<file path="src/gpio_fgh_map.vh">
`ifndef GPIO_FGH_MAP_VH
`define GPIO_FGH_MAP_VH
// Operation
// - Direction one drives pin, zero makes input
// - Reset clears port F direction bits
// - Reset clears port G direction bits
// - Reset clears port H direction bits
// - Reset leaves port G/H latches untouched
// - Reset leaves port F latches untouched
// - Port F read: latch if output, else pin
// - Port G read: latch if output, else pin
// - Port H read: latch if output, else pin
// - Data writes always update latches
// - Timer-owned F pins ignore direction for drive
// - F pins 0-3 go to timer A
// - F pins 4-5 go to timer B
// - Keypad enable overrides port G direction for drive
// - Keypad enables 3-4 take port H pins
// - G has three pins, H two, keypad-shared

// Register indices; byte address is four times the index
`define IDX_PORT_F_PIN_DATA 4'h9
`define IDX_PORT_G_PIN_DATA 4'hA
`define IDX_PORT_H_PIN_DATA 4'hB
`define IDX_PORT_F_DIRECTION 4'hC
`define IDX_PORT_G_DIRECTION 4'hD
`define IDX_PORT_H_DIRECTION 4'hE
`define INDEX_LSB 2
`define INDEX_MSB 5
// Widths
`define PORT_F_WIDTH 7
`define PORT_G_WIDTH 3
`define PORT_H_WIDTH 2
`define KEYPAD_WIDTH 5
// Reset values of direction registers
`define PORT_F_DIR_RESET 7'h00
`define PORT_G_DIR_RESET 3'h0
`define PORT_H_DIR_RESET 2'h0
`endif

</file>
<file path="src/pin_sync.v">
`timescale 1ns/10ps
`default_nettype none
module pin_sync
#(
   parameter WIDTH = 1
)
(
   // Clock and reset
   input wire clk_sys,
   input wire rstn,
   // Data
   input wire [WIDTH-1:0] async,
   output reg [WIDTH-1:0] synced
);
   reg [WIDTH-1:0] stage;

   // Second stage alone reads the first
   always @(posedge clk_sys or negedge rstn)
   begin
      if (!rstn)
      begin
         stage <= {WIDTH{1'b0}};
         synced <= {WIDTH{1'b0}};
      end
      else
      begin
         stage <= async;
         synced <= stage;
      end
   end
endmodule // pin_sync
`default_nettype wire

</file>
<file path="src/gpio_port.v">
`timescale 1ns/10ps
`default_nettype none
module gpio_port
#(
   parameter WIDTH = 1
)
(
   // Clock and reset
   input wire clk_sys,
   input wire rstn,
   // Register writes
   input wire dataWrite,
   input wire dirWrite,
   input wire [WIDTH-1:0] wdata,
   // Takeover by a peer unit
   input wire [WIDTH-1:0] peerOwn,
   input wire [WIDTH-1:0] peerOe,
   input wire [WIDTH-1:0] peerOut,
   // Pins
   input wire [WIDTH-1:0] pinIn,
   output wire [WIDTH-1:0] pinOut,
   output wire [WIDTH-1:0] pinOe,
   // Register view
   output wire [WIDTH-1:0] dataRead,
   output wire [WIDTH-1:0] direction
);
   reg [WIDTH-1:0] latch;
   reg [WIDTH-1:0] dir;
   wire [WIDTH-1:0] pinSync;

   // Latch has no reset: contents stay as they were
   always @(posedge clk_sys)
   begin
      if (dataWrite)
         latch <= wdata;
   end

   always @(posedge clk_sys or negedge rstn)
   begin
      if (!rstn)
         dir <= {WIDTH{1'b0}};
      else if (dirWrite)
         dir <= wdata;
   end

   pin_sync #(.WIDTH(WIDTH)) u_sync
   (
      .clk_sys(clk_sys),
      .rstn(rstn),
      .async(pinIn),
      .synced(pinSync)
   );

   // Peer owns drive; direction still picks the read source
   assign pinOe = (peerOwn & peerOe) | (~peerOwn & dir);
   assign pinOut = (peerOwn & peerOut) | (~peerOwn & latch);
   assign dataRead = (dir & latch) | (~dir & pinSync);
   assign direction = dir;
endmodule // gpio_port
`default_nettype wire

</file>
<file path="src/gpio_ports_f_g_h.v">
`timescale 1ns/10ps
`default_nettype none
`include "gpio_fgh_map.vh"
module gpio_ports_f_g_h
(
   // Clock and reset
   input wire clk_sys,
   input wire rstn,
   // AHB-Lite slave
   input wire hsel,
   input wire [31:0] haddr,
   input wire [1:0] htrans,
   input wire hwrite,
   input wire [2:0] hsize,
   input wire [31:0] hwdata,
   input wire hready,
   output wire hreadyout,
   output wire hresp,
   output reg [31:0] hrdata,
   // Timer A channel takeover, port F pins 0-3
   input wire [3:0] timerAOwn,
   input wire [3:0] timerAOe,
   input wire [3:0] timerAOut,
   // Timer B channel takeover, port F pins 4-5
   input wire [1:0] timerBOwn,
   input wire [1:0] timerBOe,
   input wire [1:0] timerBOut,
   // Keypad interrupt enables, bits 2:0 port G, 4:3 port H
   input wire [4:0] keypadInterruptEnables,
   output wire [4:0] keypadWakePins,
   // Port F pins
   input wire [6:0] portFIn,
   output wire [6:0] portFOut,
   output wire [6:0] portFOe,
   // Port G pins
   input wire [2:0] portGIn,
   output wire [2:0] portGOut,
   output wire [2:0] portGOe,
   // Port H pins
   input wire [1:0] portHIn,
   output wire [1:0] portHOut,
   output wire [1:0] portHOe
);
   ////////////////////////////////////////////////////////////////////////////
   reg wrPending;
   reg [3:0] wrIndex;
   wire [3:0] rdIndex;
   wire accept;
   wire [6:0] fRead;
   wire [6:0] fDir;
   wire [2:0] gRead;
   wire [2:0] gDir;
   wire [1:0] hRead;
   wire [1:0] hDir;
   wire [6:0] fOwn;
   wire [6:0] fPeerOe;
   wire [6:0] fPeerOut;
   wire [2:0] gSync;
   wire [1:0] hSync;
   reg [31:0] next_hrdata;

   // Zero wait states, always OKAY
   assign hreadyout = 1'b1;
   assign hresp = 1'b0;
   assign accept = hsel & htrans[1] & hready;
   assign rdIndex = haddr[`INDEX_MSB:`INDEX_LSB];

   always @(posedge clk_sys or negedge rstn)
   begin
      if (!rstn)
      begin
         wrPending <= 1'b0;
         wrIndex <= 4'h0;
      end
      else
      begin
         wrPending <= accept & hwrite;
         wrIndex <= rdIndex;
      end
   end

   ////////////////////////////////////////////////////////////////////////////
   // Bit 6 of port F is plain GPIO, no peer
   assign fOwn = {1'b0, timerBOwn, timerAOwn};
   assign fPeerOe = {1'b0, timerBOe, timerAOe};
   assign fPeerOut = {1'b0, timerBOut, timerAOut};

   gpio_port #(.WIDTH(`PORT_F_WIDTH)) u_port_f
   (
      .clk_sys(clk_sys),
      .rstn(rstn),
      .dataWrite(wrPending && wrIndex == `IDX_PORT_F_PIN_DATA),
      .dirWrite(wrPending && wrIndex == `IDX_PORT_F_DIRECTION),
      .wdata(hwdata[6:0]),
      .peerOwn(fOwn),
      .peerOe(fPeerOe),
      .peerOut(fPeerOut),
      .pinIn(portFIn),
      .pinOut(portFOut),
      .pinOe(portFOe),
      .dataRead(fRead),
      .direction(fDir)
   );

   // Keypad owns the pin as an input: drive is off
   gpio_port #(.WIDTH(`PORT_G_WIDTH)) u_port_g
   (
      .clk_sys(clk_sys),
      .rstn(rstn),
      .dataWrite(wrPending && wrIndex == `IDX_PORT_G_PIN_DATA),
      .dirWrite(wrPending && wrIndex == `IDX_PORT_G_DIRECTION),
      .wdata(hwdata[2:0]),
      .peerOwn(keypadInterruptEnables[2:0]),
      .peerOe(3'h0),
      .peerOut(3'h0),
      .pinIn(portGIn),
      .pinOut(portGOut),
      .pinOe(portGOe),
      .dataRead(gRead),
      .direction(gDir)
   );

   gpio_port #(.WIDTH(`PORT_H_WIDTH)) u_port_h
   (
      .clk_sys(clk_sys),
      .rstn(rstn),
      .dataWrite(wrPending && wrIndex == `IDX_PORT_H_PIN_DATA),
      .dirWrite(wrPending && wrIndex == `IDX_PORT_H_DIRECTION),
      .wdata(hwdata[1:0]),
      .peerOwn(keypadInterruptEnables[4:3]),
      .peerOe(2'h0),
      .peerOut(2'h0),
      .pinIn(portHIn),
      .pinOut(portHOut),
      .pinOe(portHOe),
      .dataRead(hRead),
      .direction(hDir)
   );

   // Separate synchronisers for the keypad so it sees live pins
   pin_sync #(.WIDTH(`KEYPAD_WIDTH)) u_kbd_sync
   (
      .clk_sys(clk_sys),
      .rstn(rstn),
      .async({portHIn, portGIn}),
      .synced({hSync, gSync})
   );
   assign keypadWakePins = {hSync, gSync} & keypadInterruptEnables;

   ////////////////////////////////////////////////////////////////////////////
   // Read data captured at address phase, shown in data phase
   always @*
   begin
      next_hrdata = 32'h00000000;
      case (rdIndex)
         `IDX_PORT_F_PIN_DATA: next_hrdata = {25'h0000000, fRead};
         `IDX_PORT_G_PIN_DATA: next_hrdata = {29'h00000000, gRead};
         `IDX_PORT_H_PIN_DATA: next_hrdata = {30'h00000000, hRead};
         `IDX_PORT_F_DIRECTION: next_hrdata = {25'h0000000, fDir};
         `IDX_PORT_G_DIRECTION: next_hrdata = {29'h00000000, gDir};
         `IDX_PORT_H_DIRECTION: next_hrdata = {30'h00000000, hDir};
         default: next_hrdata = 32'h00000000;
      endcase
   end

   always @(posedge clk_sys or negedge rstn)
   begin
      if (!rstn)
         hrdata <= 32'h00000000;
      else if (accept && !hwrite)
         hrdata <= next_hrdata;
   end
endmodule // gpio_ports_f_g_h
`default_nettype wire

</file>
<file path="config.mk">
export PLATFORM = sky130hd
export DESIGN_NAME = gpio_ports_f_g_h
export DESIGN_NICKNAME = d
export VERILOG_FILES = /design/src/pin_sync.v /design/src/gpio_port.v /design/src/gpio_ports_f_g_h.v
export VERILOG_INCLUDE_DIRS = /design/src
export SDC_FILE = /design/constraint.sdc
export NUM_CORES = 1
export LEC_CHECK = 0
export BUFFER_PORTS_ARGS = -buffer_cell sky130_fd_sc_hd__buf_2
export CORE_UTILIZATION = 46
export CTS_CLUSTER_DIAMETER = 80
export DETAILED_ROUTE_END_ITERATION = 6
export PLACE_DENSITY = 0.95
export SYNTH_ARGS = -nofsm -noshare
export SYNTH_HDL_FRONTEND = slang
export SYNTH_SLANG_ARGS = --single-unit
</file>
<file path="constraint.sdc">
create_clock -name clk_sys -period 3.1 [get_ports clk_sys]
set_input_delay 0.31 -clock clk_sys [delete_from_list [all_inputs] [get_ports clk_sys]]
set_output_delay 0.31 -clock clk_sys [all_outputs]
set_load 0.02 [all_outputs]
</file>
After elaboration in Yosys (flattened, before gate mapping)
Index checks and enable logic that the tools add are counted.
{"block": "word_totals", "reg_bits": 95}
{"block": "op_classes", "eq_ne": 12, "muxes": 1, "reduce_logical": 8, "n_bitwise": 29}
{"op": "equality test 4 bit (second input constant)", "n": 12}
{"op": "case mux 7 bit (6 select lines)", "n": 1}
{"op": "AND 7 bit", "n": 4}
{"op": "OR 7 bit", "n": 3}
{"op": "AND 3 bit", "n": 4}
{"op": "AND 6 bit", "n": 2}
{"op": "AND 2 bit", "n": 4}
{"op": "logical AND 1 bit", "n": 7}
{"op": "NOT 6 -> 7 bit", "n": 1}
{"op": "NOT 7 bit", "n": 1}
{"op": "NOT 3 bit", "n": 2}
{"op": "AND 5 bit", "n": 1}
{"op": "NOT 2 bit", "n": 2}
{"op": "AND 1 bit", "n": 3}
{"op": "OR 3 bit", "n": 1}
{"op": "OR 2 bit", "n": 1}
{"op": "zero test 1 bit", "n": 1}

Logic depth before layout (Yosys ltp)
{"block": "logic_depth", "word_depth": 4, "mapped_depth": 5, "mapped_depth_nobuf": 4}

Cells and area by module
A second synthesis with hierarchy kept.
{"block": "hier_totals", "hier_cells": 211, "area_unflattened_um2": 3055.4}
{"module": "gpio_ports_f_g_h", "cells_per_inst": 104, "instances": 1, "seq_area_each_um2": 300.3, "area_per_inst_um2": 958.4}
{"module": "gpio_port (u_port_f)", "cells_per_inst": 43, "instances": 1, "seq_area_each_um2": 385.4, "area_per_inst_um2": 738.2}
{"module": "pin_sync (u_port_f.u_sync)", "cells_per_inst": 14, "instances": 1, "seq_area_each_um2": 350.3, "area_per_inst_um2": 350.3}
{"module": "gpio_port (u_port_g)", "cells_per_inst": 18, "instances": 1, "seq_area_each_um2": 165.2, "area_per_inst_um2": 300.3}
{"module": "pin_sync (u_kbd_sync)", "cells_per_inst": 10, "instances": 1, "seq_area_each_um2": 250.2, "area_per_inst_um2": 250.2}
{"module": "gpio_port (u_port_h)", "cells_per_inst": 12, "instances": 1, "seq_area_each_um2": 110.1, "area_per_inst_um2": 207.7}
{"module": "pin_sync (u_port_g.u_sync)", "cells_per_inst": 6, "instances": 1, "seq_area_each_um2": 150.1, "area_per_inst_um2": 150.1}
{"module": "pin_sync (u_port_h.u_sync)", "cells_per_inst": 4, "instances": 1, "seq_area_each_um2": 100.1, "area_per_inst_um2": 100.1}

Worst setup path before layout
OpenSTA, ideal clock, no wires.
{"block": "synth_path", "path_type": "input port to flip-flop", "startpoint": "in hwrite", "endpoint": "reg hrdata[0]", "path_stages": 4, "n_path_buf": 0, "setup_ns": 0.064, "arrival_ns": 1.275, "path_slack_ns": 1.761, "cell_sequence": "nand4b_4 > or4_4 > a21oi_2 > a211o_1"}
{"block": "synth_between", "elab_chain_len": 2}
{"element": "start: declaration", "line_no": "gpio_ports_f_g_h.v:13", "text": "input wire hwrite,"}
{"element": "zero test 1 bit", "line_no": "gpio_ports_f_g_h.v:170", "text": "else if (accept && !hwrite)"}
{"element": "logical AND 1 bit", "line_no": "gpio_ports_f_g_h.v:170"}
{"element": "end signal: assignment", "line_no": "gpio_ports_f_g_h.v:171", "text": "hrdata <= next_hrdata;"}
{"element": "end: declaration", "line_no": "gpio_ports_f_g_h.v:19", "text": "output reg [31:0] hrdata,"}
No other way between the ends.
A chain may end at the register's enable or synchronous reset.

Worst setup path in the final report
{"block": "layout_path", "startpoint": "reg wrIndex[2]", "endpoint": "reg u_port_f.dir[6] (netlist: u_port_f.direction[6])"}
{"block": "layout_between", "elab_chain_len": 2}
{"element": "start: declaration", "line_no": "gpio_ports_f_g_h.v:46", "text": "reg [3:0] wrIndex;"}
{"element": "start signal: assignment", "line_no": "gpio_ports_f_g_h.v:78", "text": "wrIndex <= rdIndex;"}
{"element": "equality test 4 bit (no line)"}
{"element": "logical AND 1 bit (no line)"}
{"element": "end signal: assignment", "line_no": "gpio_port.v:41", "text": "dir <= {WIDTH{1'b0}};"}
{"element": "end signal: assignment", "line_no": "gpio_port.v:43", "text": "dir <= wdata;"}
{"element": "end: declaration", "line_no": "gpio_port.v:28", "text": "reg [WIDTH-1:0] dir;"}
No other way between the ends.

==> reports/qor.txt <==
register area share after synthesis: 58.0%
Synth Area per Inst: 12.6 um^2
worst hold path class: input port to flop
number of global-route vias before repair: 1777
DR pass1 iterations: 4
YS warnings: 0
fraction of layout cells with a size suffix above 1: 42.4%
main combinational cell family by area after synthesis: multiplexers
Antenna Nets Post-Route: 0
via count: 1901
clk slew on worst S/H paths: 70 ps
slack of the critical path: 1460 ps
commonest non-fill, non-tap cell in the layout: buf_2
largest net degree at the start of global routing: 49
status: complete, no violations
r2r worst-path depth: 3
RSZ-0062 raised after global routing: false
final hold vios: 0
Worst Clk Skew: 10.2 ps
CTS tree: done
xor/xnor share of the synthesized area: 0%
maxcap violations: 0
Worst-Margin Slew: 1050 ps
routed vias/inst: 4.96
Clock Latency Late Sink: 330 ps
flops & latches, synth: 60
pre-CTS WS: 1430 ps
Power Density: 548 nW/um^2
Worst Path Class, Setup: flop to flop
IO buf count: 87
initial antenna violation count: 0
final wirelength: 5430 um
Setup crit end kind: flop
mux cell area share after synthesis: 14.5%
crit start category: flop
first-pass GRT wire length: 8300 um
mapped cell area: 2690 um^2
CTS max path bufs: 2
total global routing overflow: 0
Die Width: 78.5 um
# clock sinks: 60
Initial Util: 48.3%
Max Freq: 608 MHz
Clock power frac: 39.0%
logic gate share of total power: 12.5%
core area: 5570 um^2
DR iter-0 viols: 103
Worst Path Max Fanout: 7
Wirelength per Cell: 14.2 um
Synth Area in Compound Gates: 5.39%
Clk Tree Root Cell: clkbuf_8
Setup-failing EPs final: 0
Slew HR: 29.9%
leakage power: 1.61 nW
Syn Inst Count: 214
post-cts hold buffer count: 0
clock buffers created by TritonCTS: 9
most frequent cells in the layout: 87 x buf_2, 48 x dfrtp_1, 27 x conb_1, 24 x mux2_2
Post-Synth Simple-Gate Area: 12.8%
IO Pins: 172
number of cell rows: 27
remaining routing DRC violations: 0
full die area: 6160 um^2
Antenna diodes: 0
TNS Setup: 0 ps
setup bufs post-CTS: 0
Tcrit/Tclk final: 53.0%
Detail Placement HPWL: 3970 um
post-synthesis adder-cell area fraction: 0%
Data arrival, critical path: 1860 ps
Area Growth Syn to Fin: 21.9%
VDD IR max: 0.450 mV
Tmin final: 1640 ps
CP required: 3310 ps
Global Route Usage Sum: 18.6%
H-tree levels: 3
hold path cells: 1
CP peak stage delay: 610 ps
Worst path slowest cell: nor3_2
Seq pwr share: 48.5%
Max Slew Vio Count: 0
# resized after CTS: 0
internal power: 0.00134 W
synth unique cells: 37
Filler cells: 469
die height: 78.5 um
crit-path cells: nand3_1 -> nor3_2 -> mux2_2
nets: 415
GPL Wtd Cong: 0.817
switching pwr: 0.000456 W
Switching Fraction: 25.4%
## stage by stage
| step | instances | power, W | util [%] | instance area [um^2] | hold slack [ps] |
|---|---|---|---|---|---|
| floorplan | 239 | 0.00105 | - | 2790 | 14.4 |
| global placement | 367 | 0.00110 | 55.3 | 3080 | 332 |
| detailed placement | 367 | 0.00111 | 55.3 | 3080 | 335 |
| CTS | 383 | 0.00182 | 58.9 | 3280 | 60.2 |
| global route | 383 | 0.00188 | 58.9 | 3280 | 60.5 |
| finish | 383 | 0.00180 | 58.9 | 3280 | 80.2 |
## cells in the mapped netlist, drive strengths merged
cell type,number,area share (%)
a211oi,2,0.56
buf,31,8.6
a31o,1,0.33
o31ai,1,0.28
nor2,9,1.3
or4,1,0.42
nand4b,2,1.2
a31oi,1,0.23
nor4,1,0.23
nor2b,12,2.8
a22oi,1,0.28
dfrtp,48,45
a211o,1,0.33
o21ai,11,2.0
nand3,1,0.19
and3,3,0.70
nand2b,3,0.70
nand2,12,1.7
nor4bb,1,0.37
a21oi,5,1.1
and4,1,0.37
conb,2,0.28
edfxtp,12,13
or3,1,0.23
inv,3,0.42
and3b,1,0.33
mux2i,12,4.5
nor3,4,0.93
mux2,24,10
o21bai,1,0.28
and2,6,1.4
## flip-flops by register name, summed over array words and instances (netlist names)
signal	flops
hrdata	7
u_kbd_sync.stage	5
u_kbd_sync.synced	2
u_port_f.direction	7
u_port_f.latch	7
u_port_f.u_sync.stage	7
u_port_f.u_sync.synced	7
u_port_g.direction	3
u_port_g.latch	3
u_port_g.u_sync.synced	2
u_port_h.direction	2
u_port_h.latch	2
u_port_h.u_sync.synced	1
wrIndex	4
wrPending	1
## routing by layer
metal / vias up / part of all wire [%] / global-route usage [%]
met2: 87 / 50 / 29.7
met4: 0 / 0.90 / 10.9
met5: - / 0 / 0
met3: 5 / 7.1 / 5.81
li1: 877 / - / -
met1: 932 / 42 / 22.1
## area by class of cell
cell class / count / area [um^2] / share of cell area (%)
multi-input cells: 145 / 982 / 29.9
repair buffers: 87 / 435 / 13.3
clock inverters: 5 / 50.0 / 1.52
flip-flops and latches: 60 / 1560 / 47.6
inverters: 3 / 11.3 / 0.343
well taps: 72 / 90.1 / 2.74
clock buffers: 11 / 151 / 4.61
## worst max-delay path, delay by kind of cell, from the launching register on
family,cells,cell delay (ps)
flops,1,370
simple gates,2,750
mux,1,410
## power by group through the flow
stage	registers, W	logic, W	clock network (W)
floorplan	0.000886	0.000160	0
global placement	0.000884	0.000219	0
detailed placement	0.000887	0.000226	0
CTS	0.000872	0.000227	0.000719
global route	0.000876	0.000245	0.000755
finish	0.000872	0.000225	0.000701
## cell families after synthesis
kind of cell,Yosys count
DFF,60
and+or+nand+nor,58
muxes,36
buffers and inverters,34
AOI/OAI and AO/OA,24
other,2
## worst paths after layout
kind | startpoint | endpoint | slack [ps]
setup / recovery | wrIndex[2] | u_port_f.direction[6] | 1460
hold reg to reg | u_kbd_sync.stage[1] | u_port_g.u_sync.synced[1] | 350
setup reg to reg | wrIndex[2] | u_port_f.direction[6] | 1460
min in group asynchronous | rstn | hrdata[4] | 170
hold / removal | portFIn[5] | u_port_f.u_sync.stage[5] | 80
max in group asynchronous | rstn | u_port_g.direction[1] | 2290
No activity file was read; power rests on OpenSTA's default activity.
